## config.mk

```make
export PLATFORM = sky130hd
export DESIGN_NAME = gs_supervisor
export DESIGN_NICKNAME = d
export VERILOG_FILES = /design/src/verilog/gs_supervisor.v
export VERILOG_INCLUDE_DIRS = /design/src /design/src/verilog
export SDC_FILE = /design/constraint.sdc
export NUM_CORES = 1
export LEC_CHECK = 0
export BUFFER_PORTS_ARGS = -buffer_cell sky130_fd_sc_hd__buf_2
export CELL_PAD_IN_SITES_DETAIL_PLACEMENT = 1
export CELL_PAD_IN_SITES_GLOBAL_PLACEMENT = 2
export CORE_ASPECT_RATIO = 2
export CORE_MARGIN = 2
export CORE_UTILIZATION = 39
export DETAILED_ROUTE_END_ITERATION = 6
export PLACE_DENSITY_LB_ADDON = 0.1
export SYNTH_ARGS = -nofsm -noshare
export SYNTH_HDL_FRONTEND = slang
export SYNTH_SLANG_ARGS = --single-unit
```

## constraint.sdc

```tcl
create_clock -name clk_sys -period 3 [get_ports clk_sys]
set_input_delay 0.15 -clock clk_sys [delete_from_list [all_inputs] [get_ports clk_sys]]
set_output_delay 0.15 -clock clk_sys [all_outputs]
set_load 0.005 [all_outputs]
```

## src/verilog/gs_defs.vh

```
`ifndef GS_DEFS_VH
`define GS_DEFS_VH
// ****************
// Register map
// ****************
`define GS_OFS_CTRL 4'h0
`define GS_OFS_STAT 4'h4
`define GS_OFS_FLT 4'h8
`define GS_CTRL_SINGLE 0
`define GS_CTRL_RETEACH 1
`define GS_CTRL_RST 2'h0
// ****************
// Timing
// ****************
`define GS_CLK_KHZ 125000
`define GS_TICK_MS 100
`define GS_TEACH_IND_S 10
`define GS_TEACH_REQ_MIN 5
`define GS_INHIBIT_MIN 10
`define GS_WARN_MIN 30
`define GS_SLOW_TICKS 5
`define GS_PAUSE_TICKS 5'h0a
`define GS_INIT_CYC 3'h7
// ****************
// Flash codes
// ****************
`define GS_FC_NONE 3'h0
`define GS_FC_OUTA 3'h1
`define GS_FC_OUTB 3'h2
`define GS_FC_CROSS 3'h3
`define GS_FC_TEMP 3'h4
`define GS_FC_ACT 3'h5
`define GS_FC_COMBO 3'h6
`define GS_FC_STEADY 3'h7
`endif

```

## src/verilog/gs_supervisor.v

```verilog
// Summary of operation
// RULE_01: Opening the door drops both safety outputs at once.
// RULE_02: Teach-in after power-up: green off, red on, yellow flashes 1 Hz.
// RULE_03: After 10 s of teach-in, yellow flashes briefly at 5 Hz.
// RULE_04: No power-off within 5 minutes aborts teach-in with five red pulses.
// RULE_05: After power returns, code is committed once the actuator is seen.
// RULE_06: Re-teachable variant teaches repeatedly; new code replaces old.
// RULE_07: After re-teach, outputs stay inhibited for ten minutes.
// RULE_08: Green flashes until inhibit expires and new actuator is seen.
// RULE_09: Power loss during inhibit restarts full ten minutes at power-up.
// RULE_10: Internal errors drop the safety outputs at once.
// RULE_11: Output, temperature and short faults only delay the shutdown; fOutA and fOutB together set lock_r and drop outputs at once.
// RULE_12: Error clears after cause removed and door opened and closed.
// RULE_13: Both outputs faulty or cross short locks out until power cycle.
// RULE_14: Warning keeps outputs on, forces them off 30 minutes later.
// RULE_15: During a warning the diagnostic output goes low.
// RULE_16: A warning clears by itself once its cause is gone.
// RULE_17: Closed with actuator: green, yellow, diag high; else yellow off.
// RULE_18: Warning with actuator: green and yellow steady, red flash code.
// RULE_19: Warning codes 1 to 4 red pulses, shutdown after 30 minutes.
// RULE_20: Codes 5, 6 and steady red switch off immediately.
// RULE_21: Monitor should use 100 ms discrepancy time.
// RULE_22: Monitor must ignore about 1 ms output test pulses.
// RULE_23: Flash-code groups are separated by a long dark pause.
`include "gs_defs.vh"
module gs_supervisor #(
    parameter TICK_CYC = `GS_TICK_MS * `GS_CLK_KHZ
) (
    input  wire        clk_sys,
    input  wire        rst_n,
    input  wire [3:0]  avsAddress,
    input  wire        avsRead,
    input  wire        avsWrite,
    input  wire [31:0] avsWritedata,
    output reg  [31:0] avsReaddata,
    output wire        avsWaitrequest,
    input  wire        doorClosedPin,
    input  wire        actPresentPin,
    input  wire        codeMatchPin,
    input  wire        codeStoredPin,
    input  wire        safetyInputA,
    input  wire        safetyInputB,
    input  wire        actBadPin,
    input  wire        comboBadPin,
    input  wire        intFaultPin,
    input  wire        supplyFaultPin,
    input  wire        outAFaultPin,
    input  wire        outBFaultPin,
    input  wire        crossShortPin,
    input  wire        overTempPin,
    input  wire        teachNvPin,
    input  wire        inhibitNvPin,
    output wire        safetyOutputA,
    output wire        safetyOutputB,
    output reg         diagOut,
    output reg         ledGreen,
    output reg         ledRed,
    output reg         ledYellow,
    output reg         teachNvOut,
    output reg         inhibitNvOut,
    output reg         codeCapture,
    output reg         codeCommit
);
    // ****************
    // Constants
    // ****************
    localparam [15:0] T_IND  = `GS_TEACH_IND_S * 1000 / `GS_TICK_MS;
    localparam [15:0] T_REQ  = `GS_TEACH_REQ_MIN * 60000 / `GS_TICK_MS;
    localparam [15:0] T_INH  = `GS_INHIBIT_MIN * 60000 / `GS_TICK_MS;
    localparam [15:0] T_WARN = `GS_WARN_MIN * 60000 / `GS_TICK_MS;
    localparam [31:0] TICK_LAST = TICK_CYC - 1;
    localparam [6:0] S_INIT  = 7'h01;
    localparam [6:0] S_RUN   = 7'h02;
    localparam [6:0] S_TIND  = 7'h04;
    localparam [6:0] S_TREQ  = 7'h08;
    localparam [6:0] S_TFAIL = 7'h10;
    localparam [6:0] S_TCONF = 7'h20;
    localparam [6:0] S_INH   = 7'h40;

    // ****************
    // Pin synchronisers
    // ****************
    wire [15:0] pinRaw = {inhibitNvPin, teachNvPin, overTempPin,
                          crossShortPin, outBFaultPin, outAFaultPin,
                          supplyFaultPin, intFaultPin, comboBadPin,
                          actBadPin, safetyInputB, safetyInputA,
                          codeStoredPin, codeMatchPin, actPresentPin,
                          doorClosedPin};
    reg  [15:0] syA_r;
    reg  [15:0] syB_r;
    reg  [15:0] syC_r;
    reg  [15:0] pinF_r;
    always @(posedge clk_sys or negedge rst_n) begin
        if (!rst_n) begin
            syA_r  <= 16'h0000;
            syB_r  <= 16'h0000;
            syC_r  <= 16'h0000;
            pinF_r <= 16'h0000;
        end else begin
            syA_r  <= pinRaw;
            syB_r  <= syA_r;
            syC_r  <= syB_r;
            pinF_r <= (syB_r & syC_r) | (pinF_r & (syB_r ^ syC_r));
        end
    end
    wire door    = pinF_r[0];
    wire actIn   = pinF_r[1];
    wire codeOk  = pinF_r[2];
    wire stored  = pinF_r[3];
    wire chainOk = pinF_r[4] & pinF_r[5];
    wire fActBad = pinF_r[6];
    wire fCombo  = pinF_r[7];
    wire fInt    = pinF_r[8] | pinF_r[9];
    wire fOutA   = pinF_r[10];
    wire fOutB   = pinF_r[11];
    wire fCross  = pinF_r[12];
    wire fTemp   = pinF_r[13];
    wire nvTeach = pinF_r[14];
    wire nvInh   = pinF_r[15];

    // ****************
    // Tick divider
    // ****************
    reg  [31:0] divCnt_r;
    reg         tick_r;
    reg  [2:0]  slowCnt_r;
    reg         slowPh_r;
    reg         fastPh_r;
    always @(posedge clk_sys or negedge rst_n) begin
        if (!rst_n) begin
            divCnt_r  <= 32'h0;
            tick_r    <= 1'b0;
            slowCnt_r <= 3'h0;
            slowPh_r  <= 1'b0;
            fastPh_r  <= 1'b0;
        end else begin
            tick_r <= (divCnt_r == TICK_LAST);
            if (divCnt_r == TICK_LAST) begin
                divCnt_r <= 32'h0;
            end else begin
                divCnt_r <= divCnt_r + 32'h1;
            end
            if (tick_r) begin
                fastPh_r <= ~fastPh_r;
                if (slowCnt_r == `GS_SLOW_TICKS - 1) begin
                    slowCnt_r <= 3'h0;
                    slowPh_r  <= ~slowPh_r;
                end else begin
                    slowCnt_r <= slowCnt_r + 3'h1;
                end
            end
        end
    end

    // ****************
    // Register bus
    // ****************
    reg         ack_r;
    reg  [1:0]  ctrl_r;
    wire        req = avsRead | avsWrite;
    assign avsWaitrequest = req & ~ack_r;
    wire        single  = ctrl_r[`GS_CTRL_SINGLE];
    wire        reteach = ctrl_r[`GS_CTRL_RETEACH];

    // ****************
    // Fault handling
    // ****************
    reg  [15:0] warnTmr_r;
    reg         errLat_r;
    reg  [2:0]  errCode_r;
    reg         sawOpen_r;
    reg         lock_r;
    reg  [2:0]  warnCode;
    wire        warnAny = fOutA | fOutB | fCross | fTemp;
    wire        warnExp = warnAny & (warnTmr_r >= T_WARN);
    wire        immCause = fActBad | fCombo | fInt;
    always @* begin
        // Pulse count selection
        if (fCross | (fOutA & fOutB)) begin
            warnCode = `GS_FC_CROSS;
        end else if (fOutA) begin
            warnCode = `GS_FC_OUTA;
        end else if (fOutB) begin
            warnCode = `GS_FC_OUTB;
        end else if (fTemp) begin
            warnCode = `GS_FC_TEMP;
        end else begin
            warnCode = `GS_FC_NONE;
        end
    end
    always @(posedge clk_sys or negedge rst_n) begin
        if (!rst_n) begin
            warnTmr_r <= 16'h0;
            errLat_r  <= 1'b0;
            errCode_r <= `GS_FC_NONE;
            sawOpen_r <= 1'b0;
            lock_r    <= 1'b0;
        end else begin
            // RULE_16: auto clear
            if (!warnAny) begin
                warnTmr_r <= 16'h0;
            // RULE_14: 30 min delay
            end else if (tick_r && !warnExp) begin
                warnTmr_r <= warnTmr_r + 16'h1;
            end
            // RULE_13: lockout latch
            if ((fOutA & fOutB) | (fCross & warnExp)) begin
                lock_r <= 1'b1;
            end
            if (errLat_r && !door) begin
                sawOpen_r <= 1'b1;
            end
            // RULE_10: immediate latch
            if (immCause | warnExp) begin
                errLat_r <= 1'b1;
                sawOpen_r <= 1'b0;
                // RULE_20: code select
                if (fInt) begin
                    errCode_r <= `GS_FC_STEADY;
                end else if (fCombo) begin
                    errCode_r <= `GS_FC_COMBO;
                end else if (fActBad) begin
                    errCode_r <= `GS_FC_ACT;
                end else begin
                    errCode_r <= warnCode;
                end
            // RULE_12: door cycle clear
            end else if (errLat_r && sawOpen_r && door) begin
                errLat_r  <= 1'b0;
                sawOpen_r <= 1'b0;
                errCode_r <= `GS_FC_NONE;
            end
        end
    end

    // ****************
    // Teach sequencer
    // ****************
    reg  [6:0]  state_r;
    reg  [6:0]  state_nxt;
    reg  [15:0] tmr_r;
    reg  [2:0]  initCnt_r;
    reg         teachWin_r;
    wire        mayTeach = (single & ~stored) | reteach;
    always @* begin
        state_nxt = state_r;
        case (state_r)
            S_INIT: begin
                // RULE_09: inhibit restart
                if (initCnt_r == `GS_INIT_CYC) begin
                    if (nvTeach) begin
                        state_nxt = S_TCONF;
                    end else if (nvInh) begin
                        state_nxt = S_INH;
                    end else begin
                        state_nxt = S_RUN;
                    end
                end
            end
            S_RUN: begin
                // RULE_06: repeated teach
                if (teachWin_r && mayTeach && actIn && !codeOk) begin
                    state_nxt = S_TIND;
                end
            end
            S_TIND: begin
                // RULE_03: request power off
                if (tmr_r >= T_IND) begin
                    state_nxt = S_TREQ;
                end
            end
            S_TREQ: begin
                // RULE_04: abort teach
                if (tmr_r >= T_REQ) begin
                    state_nxt = S_TFAIL;
                end
            end
            S_TFAIL: begin
                state_nxt = S_TFAIL;
            end
            S_TCONF: begin
                // RULE_05: commit on detect
                if (actIn) begin
                    state_nxt = reteach ? S_INH : S_RUN;
                end
            end
            S_INH: begin
                // RULE_08: leave inhibit
                if (tmr_r >= T_INH && codeOk) begin
                    state_nxt = S_RUN;
                end
            end
            default: begin
                state_nxt = S_INIT;
            end
        endcase
    end
    always @(posedge clk_sys or negedge rst_n) begin
        if (!rst_n) begin
            state_r      <= S_INIT;
            tmr_r        <= 16'h0;
            initCnt_r    <= 3'h0;
            teachWin_r   <= 1'b1;
            teachNvOut   <= 1'b0;
            inhibitNvOut <= 1'b0;
            codeCapture  <= 1'b0;
            codeCommit   <= 1'b0;
        end else begin
            state_r     <= state_nxt;
            codeCapture <= (state_r == S_RUN) && (state_nxt == S_TIND);
            codeCommit  <= (state_r == S_TCONF) && (state_nxt != S_TCONF);
            if (initCnt_r != `GS_INIT_CYC) begin
                initCnt_r <= initCnt_r + 3'h1;
            end
            if (state_nxt != state_r) begin
                tmr_r <= 16'h0;
            end else if (tick_r && tmr_r != 16'hffff) begin
                tmr_r <= tmr_r + 16'h1;
            end
            if (state_r == S_RUN && codeOk) begin
                teachWin_r <= 1'b0;
            end
            if (state_nxt == S_TREQ) begin
                teachNvOut <= 1'b1;
            end else if (state_nxt == S_TFAIL || state_nxt == S_INH
                         || state_nxt == S_RUN) begin
                teachNvOut <= 1'b0;
            end
            // RULE_07: hold inhibit
            inhibitNvOut <= (state_nxt == S_INH);
        end
    end

    // ****************
    // Flash code
    // ****************
    reg  [4:0]  fcCnt_r;
    reg  [2:0]  redCode;
    wire [4:0]  fcLen = {1'b0, redCode, 1'b0} + `GS_PAUSE_TICKS;
    wire        fcLit = (redCode == `GS_FC_STEADY) |
                        ((fcCnt_r < {1'b0, redCode, 1'b0}) & ~fcCnt_r[0]);
    always @* begin
        if (state_r == S_TFAIL) begin
            redCode = `GS_FC_ACT;
        end else if (errLat_r | lock_r) begin
            redCode = errCode_r;
        end else begin
            redCode = warnCode;
        end
    end
    always @(posedge clk_sys or negedge rst_n) begin
        if (!rst_n) begin
            fcCnt_r <= 5'h0;
        // RULE_23: group pause
        end else if (tick_r) begin
            fcCnt_r <= (fcCnt_r >= fcLen - 5'h1) ? 5'h0 : fcCnt_r + 5'h1;
        end
    end

    // ****************
    // Outputs
    // ****************
    reg         on_r;
    wire        inRun = (state_r == S_RUN);
    wire        good  = door & codeOk & ~errLat_r & ~lock_r;
    assign safetyOutputA = on_r;
    assign safetyOutputB = on_r;
    always @(posedge clk_sys or negedge rst_n) begin
        if (!rst_n) begin
            on_r      <= 1'b0;
            diagOut   <= 1'b0;
            ledGreen  <= 1'b0;
            ledRed    <= 1'b0;
            ledYellow <= 1'b0;
        end else begin
            // RULE_01: door gate
            // RULE_11: warnings keep outputs
            on_r    <= inRun & good & chainOk & ~immCause;
            // RULE_15: diag low on warning
            // RULE_17: diag state
            diagOut <= inRun & good & chainOk & ~immCause & ~warnAny;
            case (state_r)
                // RULE_02: teach indication
                S_TIND: begin
                    ledGreen  <= 1'b0;
                    ledRed    <= 1'b1;
                    ledYellow <= slowPh_r;
                end
                S_TREQ: begin
                    ledGreen  <= 1'b0;
                    ledRed    <= 1'b1;
                    ledYellow <= fastPh_r;
                end
                S_TFAIL: begin
                    ledGreen  <= 1'b1;
                    ledRed    <= fcLit;
                    ledYellow <= 1'b0;
                end
                S_INH: begin
                    ledGreen  <= slowPh_r;
                    ledRed    <= 1'b0;
                    ledYellow <= 1'b0;
                end
                // RULE_18: warning display
                // RULE_19: pulse codes
                S_RUN: begin
                    ledGreen  <= 1'b1;
                    ledRed    <= fcLit;
                    ledYellow <= good;
                end
                default: begin
                    ledGreen  <= 1'b1;
                    ledRed    <= 1'b0;
                    ledYellow <= 1'b0;
                end
            endcase
        end
    end

    // ****************
    // Bus slave
    // ****************
    always @(posedge clk_sys or negedge rst_n) begin
        if (!rst_n) begin
            ack_r       <= 1'b0;
            ctrl_r      <= `GS_CTRL_RST;
            avsReaddata <= 32'h0;
        end else begin
            ack_r <= req & ~ack_r;
            if (avsWrite && ack_r && avsAddress == `GS_OFS_CTRL) begin
                ctrl_r <= avsWritedata[1:0];
            end
            case (avsAddress)
                `GS_OFS_CTRL: avsReaddata <= {30'h0, ctrl_r};
                `GS_OFS_STAT: avsReaddata <= {17'h0, state_r, 1'b0, lock_r,
                                              errLat_r, warnAny, teachNvOut,
                                              inhibitNvOut, diagOut, on_r};
                `GS_OFS_FLT:  avsReaddata <= {warnTmr_r, 10'h0,
                                              errCode_r, warnCode};
                default:      avsReaddata <= 32'h0;
            endcase
        end
    end
endmodule // gs_supervisor
```

After elaboration in Yosys (flattened, before gate mapping)
Cells that the tools add are included.
{"block": "op_classes", "reduce_logical": 27, "mux": 39, "addsub": 8, "eq_ne": 23, "bitwise_logic": 40, "n_lt_le_gt_ge": 6}
{"op": "one-hot mux 32 bit (3 select lines)", "n": 1}
{"op": "two-way mux 16 bit", "n": 4}
{"op": "two-way mux 7 bit", "n": 9}
{"op": "one-hot mux 7 bit (7 select lines)", "n": 1}
{"op": "two-way mux 3 bit", "n": 12}
{"op": "adder 16 x 1 -> 16 bit, second input constant", "n": 2}
{"op": "adder 32 x 1 -> 32 bit, second input constant", "n": 1}
{"op": "bitwise AND 16 bit", "n": 2}
{"op": "equality test 32 x 24 -> 1 bit, second input constant", "n": 1}
{"op": "two-way mux 32 bit", "n": 1}
{"op": ">= comparator 16 x 12 -> 1 bit, second input constant", "n": 1}
{"op": ">= comparator 16 x 13 -> 1 bit, second input constant", "n": 1}
{"op": ">= comparator 16 x 15 -> 1 bit, second input constant", "n": 1}
{"op": ">= comparator 16 x 7 -> 1 bit, second input constant", "n": 1}
{"op": "!= test 16 bit, second input constant", "n": 1}
{"op": "bitwise OR 16 bit", "n": 1}
{"op": "XOR 16 bit", "n": 1}
{"op": "bitwise AND 1 bit", "n": 14}
{"op": "equality test 7 x 2 -> 1 bit, second input constant", "n": 2}
{"op": "equality test 7 x 3 -> 1 bit, second input constant", "n": 2}
{"op": "equality test 7 x 4 -> 1 bit, second input constant", "n": 2}
{"op": "equality test 7 x 5 -> 1 bit, second input constant", "n": 2}
{"op": "equality test 7 bit, second input constant", "n": 2}
{"op": "logical AND 1 bit", "n": 14}
{"op": "other kinds (28)", "n": 64}
{"block": "word_totals", "output_inout_bits": 43, "register_bits": 200, "elab_cells": 174, "inputBits": 56}

Logic depth before layout (Yosys ltp)
{"block": "logic_depth", "word_depth": 13, "mapped_depth": 12, "mapped_depth_nobuf": 11}

Least setup slack after synthesis
No wires, ideal clock.
{"block": "synth_path", "path_type": "reg2reg", "start": "register state_r[2]", "end": "register fcCnt_r[4]", "synth_period_minus_slack_ns": 2.577, "setup_ns": 0.110, "stages_incl_launch_ff": 11, "arrival_ns": 2.467, "required_time_ns": 2.890, "path_buffers": 1, "path_slack_ns": 0.423, "path_cell_list": "dfrtp_1 -> clkbuf_1 -> nor4_1 -> nand3_1 -> o311ai_0 -> ha_1 -> a21o_1 -> a21o_1 -> a21o_1 -> a21o_1 -> o41ai_1"}
{"block": "synth_via", "elab_chain_cells": 6}
{"element": "start: declaration", "line_no": "gs_supervisor.v:239", "text": "reg [6:0] state_r;"}
{"element": "start signal: assignment", "line_no": "gs_supervisor.v:309", "text": "state_r <= state_nxt;"}
{"element": "equality test 7 x 5 -> 1 bit", "line_no": "gs_supervisor.v:343", "text": "if (state_r == S_TFAIL) begin"}
{"element": "two-way mux 3 bit", "line_no": "gs_supervisor.v:343"}
{"element": "adder 4 x 4 -> 5 bit (no line)"}
{"element": "subtractor 5 x 1 -> 5 bit", "line_no": "gs_supervisor.v:356", "text": "fcCnt_r <= (fcCnt_r >= fcLen - 5'h1) ? 5'h0 : fcCnt_r + 5'h1;"}
{"element": ">= comparator 5 bit", "line_no": "gs_supervisor.v:356"}
{"element": "two-way mux 5 bit", "line_no": "gs_supervisor.v:356"}
{"element": "end signal: assignment", "line_no": "gs_supervisor.v:356"}
{"element": "end: declaration", "line_no": "gs_supervisor.v:337", "text": "reg [4:0] fcCnt_r;"}
No other way between the ends.
A chain may end at the register's enable or synchronous reset.

Worst setup path in the final report
{"block": "layout_path", "start": "register state_r[0]", "end": "register fcCnt_r[2]"}
The elaborated chain is that of the path after synthesis.

==> impl_metrics.yaml <==
critical_path:
  path_common_cell: "a21o_1"
  timing.critical_path.fanout_max: 8
  cp.arrival_ps: 3060
  cp-end-kind: "flop"
  cp-start-kind: "flop"
  worstPathCellList: "nor4_1 -> nand3_1 -> o311ai_0 -> buf_4 -> ha_1 -> a21o_1 -> a21o_1 -> a21o_1 -> a21o_1 -> o21ai_0 -> a22o_1"
  worstSetupPathType: "flop to flop"
  crit_path_max_incr_delay_ps: 410
  rrSetupSlack_ps: 330
  cp_slowest_cell: "dfstp_2"
  worstPathRequired_ps: 3390
clocking:
  cts_setup_buffers: 0
  cts_sinks: 198
  cts-root-buf: "clkbuf_16"
  clockBufferDepth: 2
  clk_pin_slew_ps: 70
  clk_latency_ps: 450
  cts_buffers: 17
  cts_tree: "done"
  htree_num_levels: 4
power_and_ir_drop:
  swShare_pct: 27.1
  power_mw: 5.98
  p_sw_mw: 1.62
  p_comb_share_pct: 12.0
  power.leakage_nw: 4.81
  seqPwrFrac_pct: 48.7
  peakVddDrop_uv: 437
  power_density_nw_per_um2: 597
  internal-power_mw: 4.36
  clockPowerShare_pct: 39.3
drt:
  drt_iter0_drc: 157
  wl_per_cell_um: 17.8
  wirelength_um: 20100
  drc: 0
  firstDrtPassIters: 4
  vias: 5850
  antenna_left: 0
  viasPerCell: 5.20
timing:
  finalMaxSlewViolations: 0
  fmax_mhz: 375
  hold_violations: 0
  setup_viol: 0
  fin_setup_tns_ps: 0
  finalCritPeriodShare_pct: 88.9
  maxSlewHeadroom_pct: 47.0
  period_needed_ps: 2670
  holdWs_ps: 57.7
  finClkSkew_ps: 8.38
  fin_ws_ps: 332
  worst_pin_slew_ps: 789
  rsz0062_at_grt: "false"
floorplanning:
  dieArea_um2: 22900
  io_pins: 99
  start_util_pct: 39.4
  row_count: 76
  die_x_um: 108
  core-area_um2: 21400
  dieHeight_um: 212
finish:
  seq_area_um2: 4960
  multi_input_area_um2: 3270
  drive_gt1_share_pct: 16.3
  n_fill_cell: 2345
  nNetsFinal: 928
  diodes: 0
  area_delta_synth_final_pct: 19.0
global_routing:
  grt_overflow_total: 0
  gr-usage-all-layers_pct: 19.2
  met1_usage_pct: 19.4
  grt_max_degree: 96
  antenna_found_initial: 0
  grt_pass1_vias: 6502
  grt_pass1_wl_um: 33400
  top_usage_layer: "met2"
  grt_use_met2_pct: 37.0
  grtUsageMet3_pct: 4.19
yosys:
  synth_edf_count: 0
  seq_area_frac_synth_pct: 58.9
  synth_area_um2: 8420
  async_flop_share_pct: 100
  ys_ff_latch: 198
  synthCells: 736
  avgSynthCellArea_um2: 11.4
  yosys_warnings: 0
  synth_ff_type: "dfrtp_1"
  ys_types: 71
placement:
  place_congestion: 0.813
  dp_worst_setup_slack_ps: 341
  hpwl_um: 14900
  port_buffers: 66
flow_run:
  maxCapViolations: 0
worst_hold_path:
  hp-class: "primary input to flop"
run_status:
  status: "complete, no violations"
## cell usage after synthesis (5+ instances only)
cell type    n  area [um^2]
a21boi_0     5         37.5
a21o_1      22          165
a21oi_1     10         50.1
and2_1      25          156
and3_1      12         75.1
and4_1       5         43.8
clkbuf_1    21         78.8
dfrtp_1    196         4900
ha_1        32          400
inv_1       19         71.3
mux2_2       5         56.3
mux2i_1      8         80.1
nand2_1     46          173
nand3_1     36          180
nand4_1     15         93.8
nor2_1      71          267
nor2b_1     10         62.6
nor3_1      28          140
nor4_1      13         81.3
nor4b_1      5         43.8
o21ai_0     15         75.1
xnor2_1     35          307
xor2_1      24          210
## worst max-delay path: cells and delay by family, from the launching register on
| family | cells | cell delay, ps |
|---|---|---|
| flip-flops | 1 | 410 |
| AO/OA/AOI/OAI | 7 | 1260 |
| AND/OR/NAND/NOR | 2 | 520 |
| buffers and inverters | 1 | 190 |
| adder cells (fa/ha/maj) | 1 | 220 |
## layout make-up
cell class,count,area share (%)
Multi-Input combinational cell,492,32.7
Timing Repair Buffer,112,7.68
Sequential cell,198,49.5
Inverter,19,0.712
Clock inverter,13,1.61
Clock buffer,19,4.42
Tap cell,273,3.41
## layer usage
metal / vias up / part of all wire (%)
met5: - / 0
met4: 0 / 2.7
met3: 27 / 2.6
met2: 77 / 58
met1: 2972 / 36
li1: 2774 / -
## flip-flops by register name (all words and copies together) (netlist names), 2 cells and up
name         cells
avsReaddata     30
ctrl_r           2
divCnt_r        32
errCode_r        3
fcCnt_r          5
initCnt_r        3
pinF_r          16
slowCnt_r        3
state_r          7
syA_r           16
syB_r           16
syC_r           16
tmr_r           16
warnTmr_r       16
## cell families (layout without fill, tap and decap cells)
family | Yosys count | count (layout) | share of synthesized area [%]
flip-flops | 198 | 198 | 58.9
XOR/XNOR | 59 | 59 | 6.14
other | 1 | 2 | 0.0445
multiplexers | 13 | 13 | 1.62
adder cells (fa/ha/maj) | 32 | 32 | 4.75
AO/OA/AOI/OAI | 96 | 96 | 8.41
buffers and inverters | 47 | 163 | 2.38
AND/OR/NAND/NOR | 290 | 290 | 17.8
## final timing paths
| kind | from | end | cells past startpoint |
|---|---|---|---|
| max in group asynchronous | rst_n | ctrl_r[1] | 3 |
| max reg2reg | state_r[0] | fcCnt_r[2] | 11 |
| min | avsAddress[3] | avsReaddata[1] | 3 |
| min reg2reg | syA_r[12] | syB_r[12] | 0 |
| min in group asynchronous | rst_n | avsReaddata[26] | 2 |
| max | state_r[0] | fcCnt_r[2] | 11 |
## per-stage QoR
stage / cell area (um^2) / utilization, % / instances
2_1_floorplan: 8430 / - / 737
3_3_place_gp: 9170 / 42.9 / 1070
3_5_place_dp: 9170 / 42.9 / 1070
4_1_cts: 10000 / 46.8 / 1126
5_1_grt: 10000 / 46.8 / 1126
6_report: 10000 / 46.8 / 1126
## timing repair
item                                   CTS  global route
setup endpoints to repair                0             0
endpoints found under the hold margin  113             0
gates resized for setup                  0             0
hold buffers                            24             0
## layout by cell type (no fill, tap or decap), types with 4 or more instances in the layout
cell           count
o311ai_0           4
a22o_1             4
dlygate4sd3_1     24
dfrtp_1          196
ha_1              32
buf_4             20
mux2_2             5
inv_1             19
o21ai_0           15
nand2_1           46
xnor2_1           35
buf_2             65
a21boi_0           5
nor3_1            28
nor4_1            12
inv_6              5
and4_1             5
mux2i_1            8
o22ai_1            4
nor2b_1           10
a21o_1            22
nand3_1           36
and2_1            25
nor4b_1            5
and3_1            12
clkbuf_16         17
a21oi_1           10
nand4_1           15
nor2_1            71
xor2_1            24
## power by group through the flow
stage	logic (mW)	registers [mW]	clock network [mW]
4_1_cts	0.738	2.91	2.43
3_3_place_gp	0.694	2.96	0
5_1_grt	0.810	2.93	2.54
2_1_floorplan	0.455	2.90	0
3_5_place_dp	0.710	2.96	0
6_report	0.718	2.91	2.35
(Power assumes the default switching activity.)
